<file path="src/synth_pkg.sv">
package synth_pkg;

	// ****************************************
	// Bus and register map
	// ****************************************
	localparam int ADDR_W = 8;
	localparam logic [7:0] OFF_CTRL = 8'h00;
	localparam logic [7:0] OFF_REF = 8'h04;
	localparam logic [7:0] OFF_AUX = 8'h08;
	localparam logic [7:0] OFF_MAIN_A = 8'h0C;
	localparam logic [7:0] OFF_MAIN_B = 8'h10;
	localparam logic [7:0] OFF_STATUS = 8'h14;
	localparam logic [7:0] OFF_WORK = 8'h18;
	localparam logic [1:0] RESP_OKAY = 2'h0;
	localparam logic [1:0] RESP_SLVERR = 2'h2;

	localparam logic [31:0] MASK_CTRL = 32'h00000001;
	localparam logic [31:0] MASK_REF = 32'h0003FFFF;
	localparam logic [31:0] MASK_AUX = 32'h00003FFF;
	localparam logic [31:0] MASK_MAIN_A = 32'h03FFFFFF;
	localparam logic [31:0] MASK_MAIN_B = 32'h00003FFF;

	localparam logic [31:0] RST_CTRL = 32'h00000000;
	localparam logic [31:0] RST_REF = 32'h00000004;
	localparam logic [31:0] RST_AUX = 32'h00000070;
	localparam logic [31:0] RST_MAIN_A = 32'h00000000;
	localparam logic [31:0] RST_MAIN_B = 32'h00000000;

	// ****************************************
	// Field positions
	// ****************************************
	localparam int CTRL_STROBE = 0;
	localparam int REF_NR_LSB = 0;
	localparam int REF_NR_W = 12;
	localparam int REF_RSM_LSB = 12;
	localparam int REF_RSA_LSB = 14;
	localparam int REF_EM = 16;
	localparam int REF_EA = 17;
	localparam int AUX_SCHEME = 0;
	localparam int AUX_SW_LSB = 1;
	localparam int AUX_SW_W = 3;
	localparam int AUX_CO_LSB = 4;
	localparam int AUX_CO_W = 10;
	localparam int A_BASE_LSB = 0;
	localparam int A_BASE_W = 12;
	localparam int A_M65_LSB = 12;
	localparam int A_M65_W = 6;
	localparam int A_M65_TRI_W = 4;
	localparam int A_M72_LSB = 18;
	localparam int A_M72_W = 4;
	localparam int A_SW_LSB = 0;
	localparam int A_SW_W = 5;
	localparam int A_PG_LSB = 5;
	localparam int A_PG_W = 13;
	localparam int A_NF_LSB = 22;
	localparam int B_CN_LSB = 0;
	localparam int B_PR_LSB = 8;
	localparam int B_FRAC_MODULUS_LSB = 10;
	localparam int ST_PENDING = 0;
	localparam int ST_OVF = 1;
	localparam int ST_ALT = 2;
	localparam int ST_ACC_LSB = 4;
	localparam int ST_REFEN = 8;
	localparam int WK_N_LSB = 0;
	localparam int WK_PR_LSB = 20;
	localparam int WK_NF_LSB = 24;

	// ****************************************
	// Divider constants
	// ****************************************
	localparam logic [11:0] NR_MIN = 12'h004;
	localparam int MAIN_PSC_LOW = 32;
	localparam int AUX_PSC_LOW = 8;
	localparam int MAIN_SW_W = 5;
	localparam int MAIN_CNT_W = 14;
	localparam logic [18:0] STD_MOD_A = 19'h00040;
	localparam logic [18:0] STD_MOD_B = 19'h00041;
	localparam logic [18:0] STD_MOD_C = 19'h00048;
	localparam logic [18:0] STD_BASE_OFS = 19'h00002;

endpackage

</file>
<file path="src/dual_modulus_divider.sv">
module dual_modulus_divider #(
	parameter int LOW_MOD = 8,
	parameter int SW_W = 3,
	parameter int CNT_W = 10
) (
	input wire logic clk,
	input wire logic rst,
	input wire logic enable,
	input wire logic in_edge,
	input wire logic stretch_in,
	input wire logic [SW_W-1:0] swallow_load,
	input wire logic [CNT_W-1:0] count_load,
	output logic terminal
);
	typedef struct packed {
		logic [7:0] psc;
		logic [SW_W-1:0] a;
		logic [CNT_W-1:0] b;
		logic stretch;
		logic reload;
		logic terminal;
	} div_state_t;

	div_state_t st;
	div_state_t next_st;
	logic [7:0] mod_top;

	// ****************************************
	// Prescaler and counters
	// ****************************************
	// The prescaler runs at the high modulus while swallow counts remain.
	// Load values are sampled one clock after terminal count, so the owner
	// may present the values it is writing in that same clock.
	always_comb
	begin
		next_st = st;
		next_st.terminal = 1'b0;
		mod_top = (st.a != '0) ? 8'(LOW_MOD) : 8'(LOW_MOD - 1);
		if (!enable)
		begin
			next_st.psc = 8'h00;
			next_st.a = swallow_load;
			next_st.b = count_load;
			next_st.stretch = 1'b0;
			next_st.reload = 1'b0;
		end
		else if (st.reload)
		begin
			next_st.reload = 1'b0;
			next_st.psc = 8'h00;
			next_st.a = swallow_load;
			next_st.b = count_load;
			next_st.stretch = stretch_in;
		end
		else if (in_edge)
		begin
			if (st.stretch)
				next_st.stretch = 1'b0;
			else if (st.psc != mod_top)
				next_st.psc = st.psc + 8'h01;
			else
			begin
				next_st.psc = 8'h00;
				if (st.a != '0)
					next_st.a = st.a - 1'b1;
				if (st.b <= CNT_W'(1))
				begin
					next_st.terminal = 1'b1;
					next_st.reload = 1'b1;
				end
				else
					next_st.b = st.b - 1'b1;
			end
		end
	end

	always_ff @(posedge clk or posedge rst)
	begin
		if (rst)
			st <= '0;
		else
			st <= next_st;
	end

	assign terminal = st.terminal;
endmodule

</file>
<file path="src/frac_n_synth_dividers.sv">
// Notes on behaviour
// - Reference buffer on when either enable set.
// - Reference divided by twelve-bit ratio, four up.
// - Separate main and aux postscale by 1,2,4,8.
// - Aux stage and divider run only when enabled.
// - Aux divider is 8/9 prescaler with swallow.
// - Main divider runs only when main enabled.
// - Scheme bit picks standard or alternate main scheme.
// - Standard ratio 64(base+2)+65m65 plus 72 term.
// - Alternate uses 5-bit swallow, 13-bit program count.
// - Divide 33 until swallow done, then 32.
// - New main word loads at terminal count, or at once while main is off.
// - Accumulator adds numerator modulo modulus; overflow adds one.
// - Modulus 1 to 16, numerator below it.
// - Zero numerator keeps accumulator zero, divide by N.
// - Accumulator exported every main divider cycle.
// - Scale and modulus select move with main word.
// - Scheme bit is bit zero of aux word.
module frac_n_synth_dividers (
	input wire logic clk,
	input wire logic rst,
	input wire logic [synth_pkg::ADDR_W-1:0] awaddr,
	input wire logic awvalid,
	output logic awready,
	input wire logic [31:0] wdata,
	input wire logic [3:0] wstrb,
	input wire logic wvalid,
	output logic wready,
	output logic [1:0] bresp,
	output logic bvalid,
	input wire logic bready,
	input wire logic [synth_pkg::ADDR_W-1:0] araddr,
	input wire logic arvalid,
	output logic arready,
	output logic [31:0] rdata,
	output logic [1:0] rresp,
	output logic rvalid,
	input wire logic rready,
	input wire logic ref_osc_input,
	input wire logic aux_vco_input,
	input wire logic main_rf_input,
	output logic ref_buffer_enable,
	output logic aux_stage_enable,
	output logic main_stage_enable,
	output logic main_ref_pulse,
	output logic aux_ref_pulse,
	output logic main_div_pulse,
	output logic aux_div_pulse,
	output logic [3:0] frac_acc_out,
	output logic [7:0] comp_current_scale
);
	import synth_pkg::*;

	typedef struct packed {
		logic [31:0] ctrl;
		logic [31:0] ref_w;
		logic [31:0] aux_w;
		logic [31:0] a_tmp;
		logic [31:0] b_tmp;
		logic [4:0] work_a;
		logic [13:0] work_b;
		logic work_alt;
		logic [3:0] work_nf;
		logic [3:0] work_fmod1;
		logic [7:0] work_cn;
		logic [1:0] work_pr;
		logic pending;
		logic [3:0] acc;
		logic ovf;
		logic ref_s1;
		logic ref_s2;
		logic ref_s3;
		logic aux_s1;
		logic aux_s2;
		logic aux_s3;
		logic rf_s1;
		logic rf_s2;
		logic rf_s3;
		logic [11:0] ref_cnt;
		logic [2:0] post_cnt;
		logic main_ref_pulse;
		logic aux_ref_pulse;
		logic ref_en;
		logic aux_en;
		logic main_en;
		logic aw_full;
		logic [7:0] aw_addr;
		logic w_full;
		logic [31:0] w_data;
		logic [3:0] w_strb;
		logic awready;
		logic wready;
		logic bvalid;
		logic [1:0] bresp;
		logic arready;
		logic rvalid;
		logic [31:0] rdata;
		logic [1:0] rresp;
	} state_t;

	localparam state_t ST_RESET = '{
		ctrl: RST_CTRL,
		ref_w: RST_REF,
		aux_w: RST_AUX,
		a_tmp: RST_MAIN_A,
		b_tmp: RST_MAIN_B,
		default: '0
	};

	state_t st;
	state_t next_st;
	logic main_term;
	logic aux_term;

	// ****************************************
	// Helper functions
	// ****************************************
	function automatic logic [2:0] post_mask(input logic [1:0] sel);
		post_mask = 3'(({2'b00, 1'b1} << sel) - 3'h1);
	endfunction

	function automatic logic [31:0] merge(input logic [31:0] old, input logic [31:0] nw,
		input logic [3:0] strb, input logic [31:0] mask);
		logic [31:0] r;
		r = old;
		for (int i = 0; i < 4; i++)
		begin
			if (strb[i])
				r[i*8 +: 8] = nw[i*8 +: 8];
		end
		merge = r & mask;
	endfunction

	function automatic logic [18:0] std_ratio(input logic [31:0] aw, input logic [1:0] pr);
		logic [18:0] base;
		logic [18:0] m65;
		logic [18:0] m72;
		logic [18:0] n;
		base = 19'(aw[A_BASE_LSB +: A_BASE_W]);
		m65 = pr[1] ? 19'(aw[A_M65_LSB +: A_M65_TRI_W]) : 19'(aw[A_M65_LSB +: A_M65_W]);
		m72 = 19'(aw[A_M72_LSB +: A_M72_W]);
		n = (base + STD_BASE_OFS) * STD_MOD_A + m65 * STD_MOD_B;
		if (pr[1])
			n = n + (m72 + 19'h00001) * STD_MOD_C;
		std_ratio = n;
	endfunction

	// ****************************************
	// Next-state logic
	// ****************************************
	always_comb
	begin
		logic do_write;
		logic a_write;
		logic transfer;
		logic ref_edge;
		logic [11:0] nr;
		logic [11:0] nr_last;
		logic [18:0] n_std;
		logic [4:0] frac_modulus;
		logic [4:0] nf_eff;
		logic [4:0] sum;
		logic [31:0] rd;
		do_write = 1'b0;
		a_write = 1'b0;
		transfer = 1'b0;
		ref_edge = 1'b0;
		nr = 12'h000;
		nr_last = 12'h000;
		n_std = 19'h00000;
		frac_modulus = 5'h00;
		nf_eff = 5'h00;
		sum = 5'h00;
		rd = 32'h00000000;
		next_st = st;

		// Two-stage synchronisers and edge history for the three pins.
		next_st.ref_s1 = ref_osc_input;
		next_st.ref_s2 = st.ref_s1;
		next_st.ref_s3 = st.ref_s2;
		next_st.aux_s1 = aux_vco_input;
		next_st.aux_s2 = st.aux_s1;
		next_st.aux_s3 = st.aux_s2;
		next_st.rf_s1 = main_rf_input;
		next_st.rf_s2 = st.rf_s1;
		next_st.rf_s3 = st.rf_s2;

		next_st.ref_en = st.ref_w[REF_EM] | st.ref_w[REF_EA];
		next_st.aux_en = st.ref_w[REF_EA];
		next_st.main_en = st.ref_w[REF_EM];

		// ****************************************
		// Reference divider and postscalers
		// ****************************************
		next_st.main_ref_pulse = 1'b0;
		next_st.aux_ref_pulse = 1'b0;
		ref_edge = st.ref_s2 & ~st.ref_s3 & st.ref_en;
		nr = st.ref_w[REF_NR_LSB +: REF_NR_W];
		nr_last = ((nr < NR_MIN) ? NR_MIN : nr) - 12'h001;
		if (!st.ref_en)
		begin
			next_st.ref_cnt = 12'h000;
			next_st.post_cnt = 3'h0;
		end
		else if (ref_edge)
		begin
			if (st.ref_cnt >= nr_last)
			begin
				next_st.ref_cnt = 12'h000;
				next_st.post_cnt = st.post_cnt + 3'h1;
				next_st.main_ref_pulse = (st.post_cnt & post_mask(st.ref_w[REF_RSM_LSB +: 2]))
					== post_mask(st.ref_w[REF_RSM_LSB +: 2]);
				next_st.aux_ref_pulse = (st.post_cnt & post_mask(st.ref_w[REF_RSA_LSB +: 2]))
					== post_mask(st.ref_w[REF_RSA_LSB +: 2]);
			end
			else
				next_st.ref_cnt = st.ref_cnt + 12'h001;
		end

		// ****************************************
		// Register bus slave
		// ****************************************
		if (st.bvalid & bready)
			next_st.bvalid = 1'b0;
		if (awvalid & st.awready)
		begin
			next_st.aw_full = 1'b1;
			next_st.aw_addr = {awaddr[7:2], 2'b00};
		end
		if (wvalid & st.wready)
		begin
			next_st.w_full = 1'b1;
			next_st.w_data = wdata;
			next_st.w_strb = wstrb;
		end
		do_write = st.aw_full & st.w_full & ~st.bvalid;
		if (do_write)
		begin
			next_st.aw_full = 1'b0;
			next_st.w_full = 1'b0;
			next_st.bvalid = 1'b1;
			next_st.bresp = RESP_OKAY;
			case (st.aw_addr)
				OFF_CTRL: next_st.ctrl = merge(st.ctrl, st.w_data, st.w_strb, MASK_CTRL);
				OFF_REF: next_st.ref_w = merge(st.ref_w, st.w_data, st.w_strb, MASK_REF);
				OFF_AUX: next_st.aux_w = merge(st.aux_w, st.w_data, st.w_strb, MASK_AUX);
				OFF_MAIN_A:
				begin
					next_st.a_tmp = merge(st.a_tmp, st.w_data, st.w_strb, MASK_MAIN_A);
					a_write = 1'b1;
				end
				OFF_MAIN_B: next_st.b_tmp = merge(st.b_tmp, st.w_data, st.w_strb, MASK_MAIN_B);
				OFF_STATUS, OFF_WORK: next_st.bresp = RESP_OKAY;
				default: next_st.bresp = RESP_SLVERR;
			endcase
		end

		if (st.rvalid & rready)
			next_st.rvalid = 1'b0;
		if (arvalid & st.arready)
		begin
			next_st.rvalid = 1'b1;
			next_st.rresp = RESP_OKAY;
			case ({araddr[7:2], 2'b00})
				OFF_CTRL: rd = st.ctrl;
				OFF_REF: rd = st.ref_w;
				OFF_AUX: rd = st.aux_w;
				OFF_MAIN_A: rd = st.a_tmp;
				OFF_MAIN_B: rd = st.b_tmp;
				OFF_STATUS:
				begin
					rd[ST_PENDING] = st.pending;
					rd[ST_OVF] = st.ovf;
					rd[ST_ALT] = st.work_alt;
					rd[ST_ACC_LSB +: 4] = st.acc;
					rd[ST_REFEN] = st.ref_en;
				end
				OFF_WORK:
				begin
					rd[WK_N_LSB +: 19] = {st.work_b, st.work_a};
					rd[WK_PR_LSB +: 2] = st.work_pr;
					rd[WK_NF_LSB +: 4] = st.work_nf;
				end
				default: next_st.rresp = RESP_SLVERR;
			endcase
			next_st.rdata = rd;
		end

		// ****************************************
		// Synchronised reload of the main divider
		// ****************************************
		// A new main word waits for terminal count so the divider never
		// restarts mid-cycle; while the divider is off it loads at once.
		transfer = st.pending & st.ctrl[CTRL_STROBE] & (main_term | ~st.main_en);
		next_st.pending = (st.pending & ~transfer) | a_write;
		if (transfer)
		begin
			next_st.work_alt = st.aux_w[AUX_SCHEME];
			next_st.work_cn = st.b_tmp[B_CN_LSB +: 8];
			next_st.work_pr = st.b_tmp[B_PR_LSB +: 2];
			next_st.work_fmod1 = st.b_tmp[B_FRAC_MODULUS_LSB +: 4];
			next_st.work_nf = st.a_tmp[A_NF_LSB +: 4];
			if (st.aux_w[AUX_SCHEME])
			begin
				next_st.work_a = st.a_tmp[A_SW_LSB +: A_SW_W];
				next_st.work_b = {1'b0, st.a_tmp[A_PG_LSB +: A_PG_W]};
			end
			else
			begin
				n_std = std_ratio(st.a_tmp, st.b_tmp[B_PR_LSB +: 2]);
				next_st.work_a = n_std[4:0];
				next_st.work_b = n_std[18:5];
			end
			next_st.acc = 4'h0;
			next_st.ovf = 1'b0;
		end
		else if (main_term)
		begin
			frac_modulus = {1'b0, st.work_fmod1} + 5'h01;
			nf_eff = ({1'b0, st.work_nf} >= frac_modulus) ? frac_modulus - 5'h01 : {1'b0, st.work_nf};
			sum = {1'b0, st.acc} + nf_eff;
			if (sum >= frac_modulus)
			begin
				next_st.acc = 4'(sum - frac_modulus);
				next_st.ovf = 1'b1;
			end
			else
			begin
				next_st.acc = sum[3:0];
				next_st.ovf = 1'b0;
			end
		end
		if (!st.main_en)
		begin
			next_st.acc = 4'h0;
			next_st.ovf = 1'b0;
		end

		next_st.awready = ~next_st.aw_full & ~next_st.bvalid;
		next_st.wready = ~next_st.w_full & ~next_st.bvalid;
		next_st.arready = ~next_st.rvalid;
	end

	always_ff @(posedge clk or posedge rst)
	begin
		if (rst)
			st <= ST_RESET;
		else
			st <= next_st;
	end

	// ****************************************
	// Dividers
	// ****************************************
	// The extra input edge of an overflow cycle comes from the
	// overflow flag being written in the reload clock.
	dual_modulus_divider #(
		.LOW_MOD(MAIN_PSC_LOW),
		.SW_W(MAIN_SW_W),
		.CNT_W(MAIN_CNT_W)
	) main_div (
		.clk(clk),
		.rst(rst),
		.enable(st.main_en),
		.in_edge(st.rf_s2 & ~st.rf_s3),
		.stretch_in(next_st.ovf),
		.swallow_load(next_st.work_a),
		.count_load(next_st.work_b),
		.terminal(main_term)
	);

	dual_modulus_divider #(
		.LOW_MOD(AUX_PSC_LOW),
		.SW_W(AUX_SW_W),
		.CNT_W(AUX_CO_W)
	) aux_div (
		.clk(clk),
		.rst(rst),
		.enable(st.aux_en),
		.in_edge(st.aux_s2 & ~st.aux_s3),
		.stretch_in(1'b0),
		.swallow_load(st.aux_w[AUX_SW_LSB +: AUX_SW_W]),
		.count_load(st.aux_w[AUX_CO_LSB +: AUX_CO_W]),
		.terminal(aux_term)
	);

	// ****************************************
	// Outputs
	// ****************************************
	assign awready = st.awready;
	assign wready = st.wready;
	assign bvalid = st.bvalid;
	assign bresp = st.bresp;
	assign arready = st.arready;
	assign rvalid = st.rvalid;
	assign rdata = st.rdata;
	assign rresp = st.rresp;
	assign ref_buffer_enable = st.ref_en;
	assign aux_stage_enable = st.aux_en;
	assign main_stage_enable = st.main_en;
	assign main_ref_pulse = st.main_ref_pulse;
	assign aux_ref_pulse = st.aux_ref_pulse;
	assign main_div_pulse = main_term;
	assign aux_div_pulse = aux_term;
	assign frac_acc_out = st.acc;
	assign comp_current_scale = st.work_cn;
endmodule

</file>
<file path="config.mk">
export PLATFORM = sky130hd
export DESIGN_NAME = frac_n_synth_dividers
export DESIGN_NICKNAME = d
export VERILOG_FILES = /design/src/synth_pkg.sv /design/src/dual_modulus_divider.sv /design/src/frac_n_synth_dividers.sv
export SDC_FILE = /design/constraint.sdc
export NUM_CORES = 1
export LEC_CHECK = 0
export BUFFER_PORTS_ARGS = -buffer_cell sky130_fd_sc_hd__clkbuf_2
export CAP_MARGIN = 15
export CORE_ASPECT_RATIO = 0.7
export CORE_MARGIN = 2
export CORE_UTILIZATION = 50
export CTS_BUF_LIST = sky130_fd_sc_hd__clkbuf_8
export CTS_CLUSTER_DIAMETER = 30
export DETAILED_ROUTE_END_ITERATION = 7
export PLACE_DENSITY = 0.78
export SYNTH_ARGS = -nofsm -noshare
export SYNTH_HDL_FRONTEND = slang
export SYNTH_SLANG_ARGS = --single-unit
</file>
<file path="constraint.sdc">
create_clock -name clk -period 10.1 [get_ports clk]
set_input_delay 1.515 -clock clk [delete_from_list [all_inputs] [get_ports clk]]
set_output_delay 1.515 -clock clk [all_outputs]
set_load 0.05 [all_outputs]
</file>
**After elaboration in Yosys (flattened, before gate mapping)**

Cells that the tools add are included.

- Flip-flop bits (word level): 281
- ROM bits: 0
- Memory bits (writable): 0
- Memories: 0
- Latch bits: 0

- Reduce and logical (&&, ||, !) cells: 25
- Bitwise gates (word level): 31
- Multiplexer cells: 63
- Shifts and indexed selects: 2
- Multipliers: 2
- Divide/modulo/power cells: 0
- Order comparisons: 6
- $add $sub $neg: 19
- Eq/ne operators: 29

Operators by type and width:

| operator | count |
|---|---|
| 29-bit two-way mux | 2 |
| 19-bit two-way mux | 3 |
| 10-bit one-hot mux with 5 select lines | 1 |
| 23-bit two-way mux | 2 |
| 38-bit two-way mux | 1 |
| 37-bit two-way mux | 1 |
| 6-bit by 3-bit equality test with 1-bit output, second input constant | 6 |
| 3-bit AND reduction | 12 |
| 35-bit two-way mux | 1 |
| 5-bit two-way mux | 7 |
| 30-bit two-way mux | 1 |
| 5-bit one-hot mux with 6 select lines | 1 |
| 27-bit two-way mux | 1 |
| 6-bit by 2-bit equality test with 1-bit output, second input constant | 4 |
| 12-bit two-way mux | 2 |
| 24-bit two-way mux | 1 |
| 21-bit two-way mux | 1 |
| 3-bit one-hot mux with 7 select lines | 1 |
| 2-bit two-way mux | 10 |
| 19-bit by 12-bit adder with 19-bit output | 1 |
| 19-bit by 13-bit adder with 19-bit output | 1 |
| 17-bit two-way mux | 1 |
| 8-bit by 1-bit adder with 8-bit output, second input constant | 2 |
| 1-bit bitwise AND | 16 |
| 50 further kinds | 98 |

**Depth between registers and ports, before layout**

- Word-level depth: 11
- Mapped depth: 21
- Mapped depth without buffers: 21

**By module**

Synthesis repeated with hierarchy kept, for this count alone.

- Cell total of the unflattened synthesis: 1508
- Area total of the unflattened synthesis: 15210.8 um^2

By module, submodules not included:

| module | cells each | times used | seq. area each (um^2) | area an instance (um^2) |
|---|---|---|---|---|
| frac_n_synth_dividers | 1135 | 1 | 5485.3 | 11927.7 |
| dual_modulus_divider at main_div | 204 | 1 | 725.7 | 1839.3 |
| dual_modulus_divider at aux_div | 169 | 1 | 575.6 | 1443.9 |

**Worst setup path after synthesis**

OpenSTA, ideal clock, no wires.

- Kind: reg-to-reg
- From: register st[132] (netlist name)
- To: register st (netlist bit frac_acc_out[3])
- Library setup time: 0.084 ns
- Arrival time: 4.734 ns
- Cell stages (with the launch flop): 22
- Slack: 5.282 ns
- Clock period less this slack: 4.818 ns
- Buffers on the path: 0
- Cell sequence: dfrtp_1 ha_1 inv_1 ha_1 a21o_1 maj3_1 maj3_1 nand2_1 nand2_1 o21ai_0 ha_1 inv_1 fa_1 inv_1 ha_1 a21o_1 a21o_1 maj3_1 a21oi_1 nor2_1 xnor2_1 o21ai_0

- Word-level cells in the longest chain between the ends: 9

RTL lines:

| what | line | source |
|---|---|---|
| start, declared | frac_n_synth_dividers.sv:110 | `state_t st;` |
| start signal, assigned | frac_n_synth_dividers.sv:349 | `st <= next_st;` |
| 4-bit by 1-bit adder with 5-bit output (*) | frac_n_synth_dividers.sv:319 | `frac_modulus = {1'b0, st.work_fmod1} + 5'h01;` |
| 5-bit by 1-bit subtractor with 5-bit output / 4-bit by 5-bit greater-or-equal comparator with 1-bit output (equally long branches) | frac_n_synth_dividers.sv:320 | `nf_eff = ({1'b0, st.work_nf} >= frac_modulus) ? frac_modulus - 5'h01 : {1'b0, st.work_nf};` |
| 5-bit two-way mux | frac_n_synth_dividers.sv:320 |  |
| 4-bit by 5-bit adder with 5-bit output | frac_n_synth_dividers.sv:321 | `sum = {1'b0, st.acc} + nf_eff;` |
| 4-bit subtractor / 5-bit greater-or-equal comparator (equally long branches) | frac_n_synth_dividers.sv:324, frac_n_synth_dividers.sv:322 |  |
| 5-bit two-way mux (*) | frac_n_synth_dividers.sv:322 | `if (sum >= frac_modulus)` |
| 5-bit two-way mux (*) | frac_n_synth_dividers.sv:317 | `else if (main_term)` |
| 5-bit two-way mux (*) | frac_n_synth_dividers.sv:296 | `if (transfer)` |
| 5-bit two-way mux (*) | frac_n_synth_dividers.sv:333 | `if (!st.main_en)` |

Every way passes the cells marked *; elsewhere a longest branch is shown, timed or not. The select of a mux whose other input is x is not followed.
A chain may end at the register's enable or synchronous reset.

**Worst setup path after layout**

- From: register st[132] (netlist name)
- To: register main_div.st[2] (netlist name)

- Word-level cells in the longest chain between the ends: 11

RTL lines:

| what | line | source |
|---|---|---|
| 4-bit by 1-bit adder with 5-bit output (*) | frac_n_synth_dividers.sv:319 |  |
| 5-bit by 1-bit subtractor with 5-bit output / 4-bit by 5-bit greater-or-equal comparator with 1-bit output (equally long branches) | frac_n_synth_dividers.sv:320 |  |
| 5-bit two-way mux | frac_n_synth_dividers.sv:320 |  |
| 4-bit by 5-bit adder with 5-bit output | frac_n_synth_dividers.sv:321 |  |
| 5-bit greater-or-equal comparator (*) | frac_n_synth_dividers.sv:322 |  |
| 5-bit two-way mux (*) | frac_n_synth_dividers.sv:322 |  |
| 5-bit two-way mux (*) | frac_n_synth_dividers.sv:317 |  |
| 5-bit two-way mux (*) | frac_n_synth_dividers.sv:296 |  |
| 5-bit two-way mux (*) | frac_n_synth_dividers.sv:333 |  |
| 29-bit two-way mux (*) | dual_modulus_divider.sv:47 | `else if (st.reload)` |
| 29-bit two-way mux (*) | dual_modulus_divider.sv:39 | `if (!enable)` |
| end signal, assigned | dual_modulus_divider.sv:82 | `st <= next_st;` |
| end, declared | dual_modulus_divider.sv:24 | `div_state_t st;` |

Marks and branches as above.

==> results by group <==
Status
  – Status: completed

Routing
  – Wl on met1: 17900 um
  – TritonRoute pass-1 iters: 6
  – DR WL met3: 3920 um
  – Total Wirelength: 39100 um
  – Max Used Layer: met4
  – DR vias: 11900
  – Via density: 6.02
  – Met2 wire length: 16300 um
  – Drt drc: 0
  – Drt wl/cell: 19.8 um
  – Detailed Route Iter0 Violations: 1086
  – DRT antenna net count: 0

Flow run
  – Max-Cap Viols: 0

Floorplanning
  – Die width: 211 um
  – Core footprint: 29200 um^2
  – # rows: 52
  – Die Ht: 149 um
  – Initial core utilization: 51.3%
  – IO Count: 122
  – Die area: 31400 um^2

Timing
  – Relative slew slack: 25.9%
  – Setup TNS: 0 ps
  – Clock skew: 24.9 ps
  – RSZ-0062 raised after global routing: false
  – Slew @ Worst Pin: 1110 ps
  – Crit path time final: 5360 ps
  – Fin. Hold Viols: 0
  – Tcrit/Tclk final: 53.0%
  – Final worst slack: 4740 ps
  – Achievable frequency: 187 MHz
  – Pins over their slew limit: 0
  – Setup-failing EPs final: 0

Synthesis
  – Sequential area share after synthesis: 45.1%
  – Mean Syn Cell Area: 10.0 um^2
  – Async set or reset register ratio after synthesis: 100%
  – Most used DFF post-synth: dfrtp_1
  – #FFs+latches synth: 270
  – Post-Syn Instances: 1499
  – Synth top area cells: dfrtp_1 (44%), mux2_2 (9.2%), ha_1 (5.2%), nand2_1 (4.6%), o21ai_0 (3.9%)
  – Cell taking the most area after synthesis: dfrtp_1
  – Distinct cell type count after synthesis: 77
  – Syn. warnings: 0
  – Top cell type's share of synthesized area: 44.4%
  – Post-synth EDFFs: 0
  – Mapped cell area: 15000 um^2

GRT
  – Largest net degree at the start of global routing: 115
  – GRT overflow: 0
  – Initial antenna violation count: 0
  – GRT Total Usage: 25.1%
  – First-pass GRT wire length: 61400 um
  – Number of global-route vias before repair: 11300

Clock tree
  – Setup fix buffers added after clock tree synthesis: 0
  – Clock latency on the worst-skew pair: 600 ps
  – Clk root buf: clkbuf_8
  – CTS tree: done
  – Bufs on Longest Clock Path: 3
  – CTS resizes: 0
  – Clk sinks: 270
  – CTS Buf Count: 49
  – H-tree levels: 2
  – Reg clk slew, reported paths: 60 ps
  – Cts hold-fix bufs: 0

Placement
  – IO buf count: 105
  – Hpwl dp: 28700 um
  – DP Cell Count: 1887
  – Placer Congestion: 0.942
  – Pre-CTS setup slack: 4760 ps
  – Placed Area: 15500 um^2

Worst setup path
  – WS Path Type: reg -> reg
  – FF-to-FF setup slack: 4740 ps
  – Data required, critical path: 10570 ps
  – Critical path capture point: main_div.st[2]$_DFFE_PP0P_
  – Crit path from: st[132]$_DFFE_PP0P_
  – Worst Setup Start Kind: flop
  – Critical path arrival: 5830 ps
  – FF-to-FF path depth: 20
  – Worst-path fanout max: 8
  – Critical Path Sink Type: flop
  – Launch point of the worst reg-to-reg path: st[132]$_DFFE_PP0P_
  – Capture point of the worst reg-to-reg path: main_div.st[2]$_DFFE_PP0P_

Final layout
  – Layout cells sized above 1: 21.1%
  – Syn-to-layout area delta: 9.93%
  – Final instance area: 16500 um^2
  – Most common cell after layout, fill and taps aside: dfrtp_1
  – Nets@finish: 1689
  – Fill count: 2521
  – N_diodes: 0
  – Final cell count without fillers: 1975
  – Most frequent cells in the layout: dfrtp_1 (266), nand2_1 (184), mux2_2 (122)

Hold path
  – Min-Delay Path Class: reg -> reg

Power
  – Worst vdd ir: 0.174 mV
  – Design Power: 4130 uW
  – P_leak: 0.00784 uW
  – Power per cell area: 250 nW/um^2
how the worst min path moves through the flow:
stage                                   endpoint                    from  cells after the start
after floorplan           next_st[107]$_DFF_PP0_  next_st[108]$_DFF_PP0_                      0
after global placement    next_st[113]$_DFF_PP0_  next_st[114]$_DFF_PP0_                      0
after detailed placement  next_st[107]$_DFF_PP0_  next_st[108]$_DFF_PP0_                      0
after CTS                 next_st[107]$_DFF_PP0_  next_st[108]$_DFF_PP0_                      0
after global routing      next_st[107]$_DFF_PP0_  next_st[108]$_DFF_PP0_                      0
final                     next_st[107]$_DFF_PP0_  next_st[108]$_DFF_PP0_                      0
power breakdown:
part | switching, uW | internal (uW)
logic | 842 | 607
clock network | 479 | 569
registers | 322 | 1310
total | 1640 | 2480
critical path, cell delays in order (launching register included):
cell	delay, ps
dfrtp_1	450
ha_1	410
inv_1	120
ha_1	290
a21o_1	160
maj3_1	350
maj3_1	350
nand2_1	190
nand2_1	80
o21ai_0	80
ha_1	200
inv_1	60
fa_1	530
inv_1	80
ha_1	300
a21o_1	160
a21o_1	170
maj3_1	340
a21oi_1	500
nor2_1	170
a31o_2	240
cells by family (layout without fill, tap and decap cells):
| family | Yosys count | in the layout | synth area share (%) |
|---|---|---|---|
| XOR/XNOR | 57 | 57 | 3.33 |
| adder cells (fa/ha/maj) | 70 | 70 | 6.04 |
| other | 1 | 6 | 0.0250 |
| AO/OA/AOI/OAI | 341 | 341 | 15.0 |
| AND/OR/NAND/NOR | 467 | 467 | 14.8 |
| buffers and inverters | 150 | 243 | 5.12 |
| multiplexers | 143 | 143 | 10.6 |
| flip-flops | 270 | 270 | 45.1 |
state kept, by name, indices dropped and copies added (netlist names), 4 cells and up:
name                flops
main_div.st            29
frac_acc_out            4
rdata                  28
next_st                 8
st                    159
aux_div.st             22
comp_current_scale      8
Yosys cell counts (all sizes together) (13+ instances only):
master / n
ha: 62
nand2: 185
a21o: 21
xor2: 25
nand2b: 19
o21ai: 123
mux2: 122
nand3: 39
nor2: 85
mux2i: 20
buf: 58
dfrtp: 266
nor3: 36
or3: 14
a22oi: 27
nor2b: 14
a21oi: 50
inv: 44
clkbuf: 48
a221o: 13
xnor2: 32
per-layer routing:
metal / up-vias / GRT usage (%)
li1: 5469 / -
met2: 505 / 35.4
met4: 0 / 7.57
met1: 5819 / 37.5
met3: 90 / 6.80
met5: - / 0
per-stage QoR:
step / hold slack, ps / utilization (%)
floorplan: 331 / -
global placement: 336 / 52.9
detailed placement: 335 / 52.9
CTS: 338 / 56.4
global route: 356 / 56.4
finish: 335 / 56.4
area by class of cell:
cell class	count	area [um^2]	share of cell area, %
Inverter	44	173	1.05
Clock buffer	60	826	5.01
Multi-Input combinational cell	1084	7490	45.4
Timing Repair Buffer	111	571	3.46
Clock inverter	28	188	1.14
Sequential cell	270	6760	41.0
Tap cell	378	473	2.87
Power figures use the tool's default switching activity.
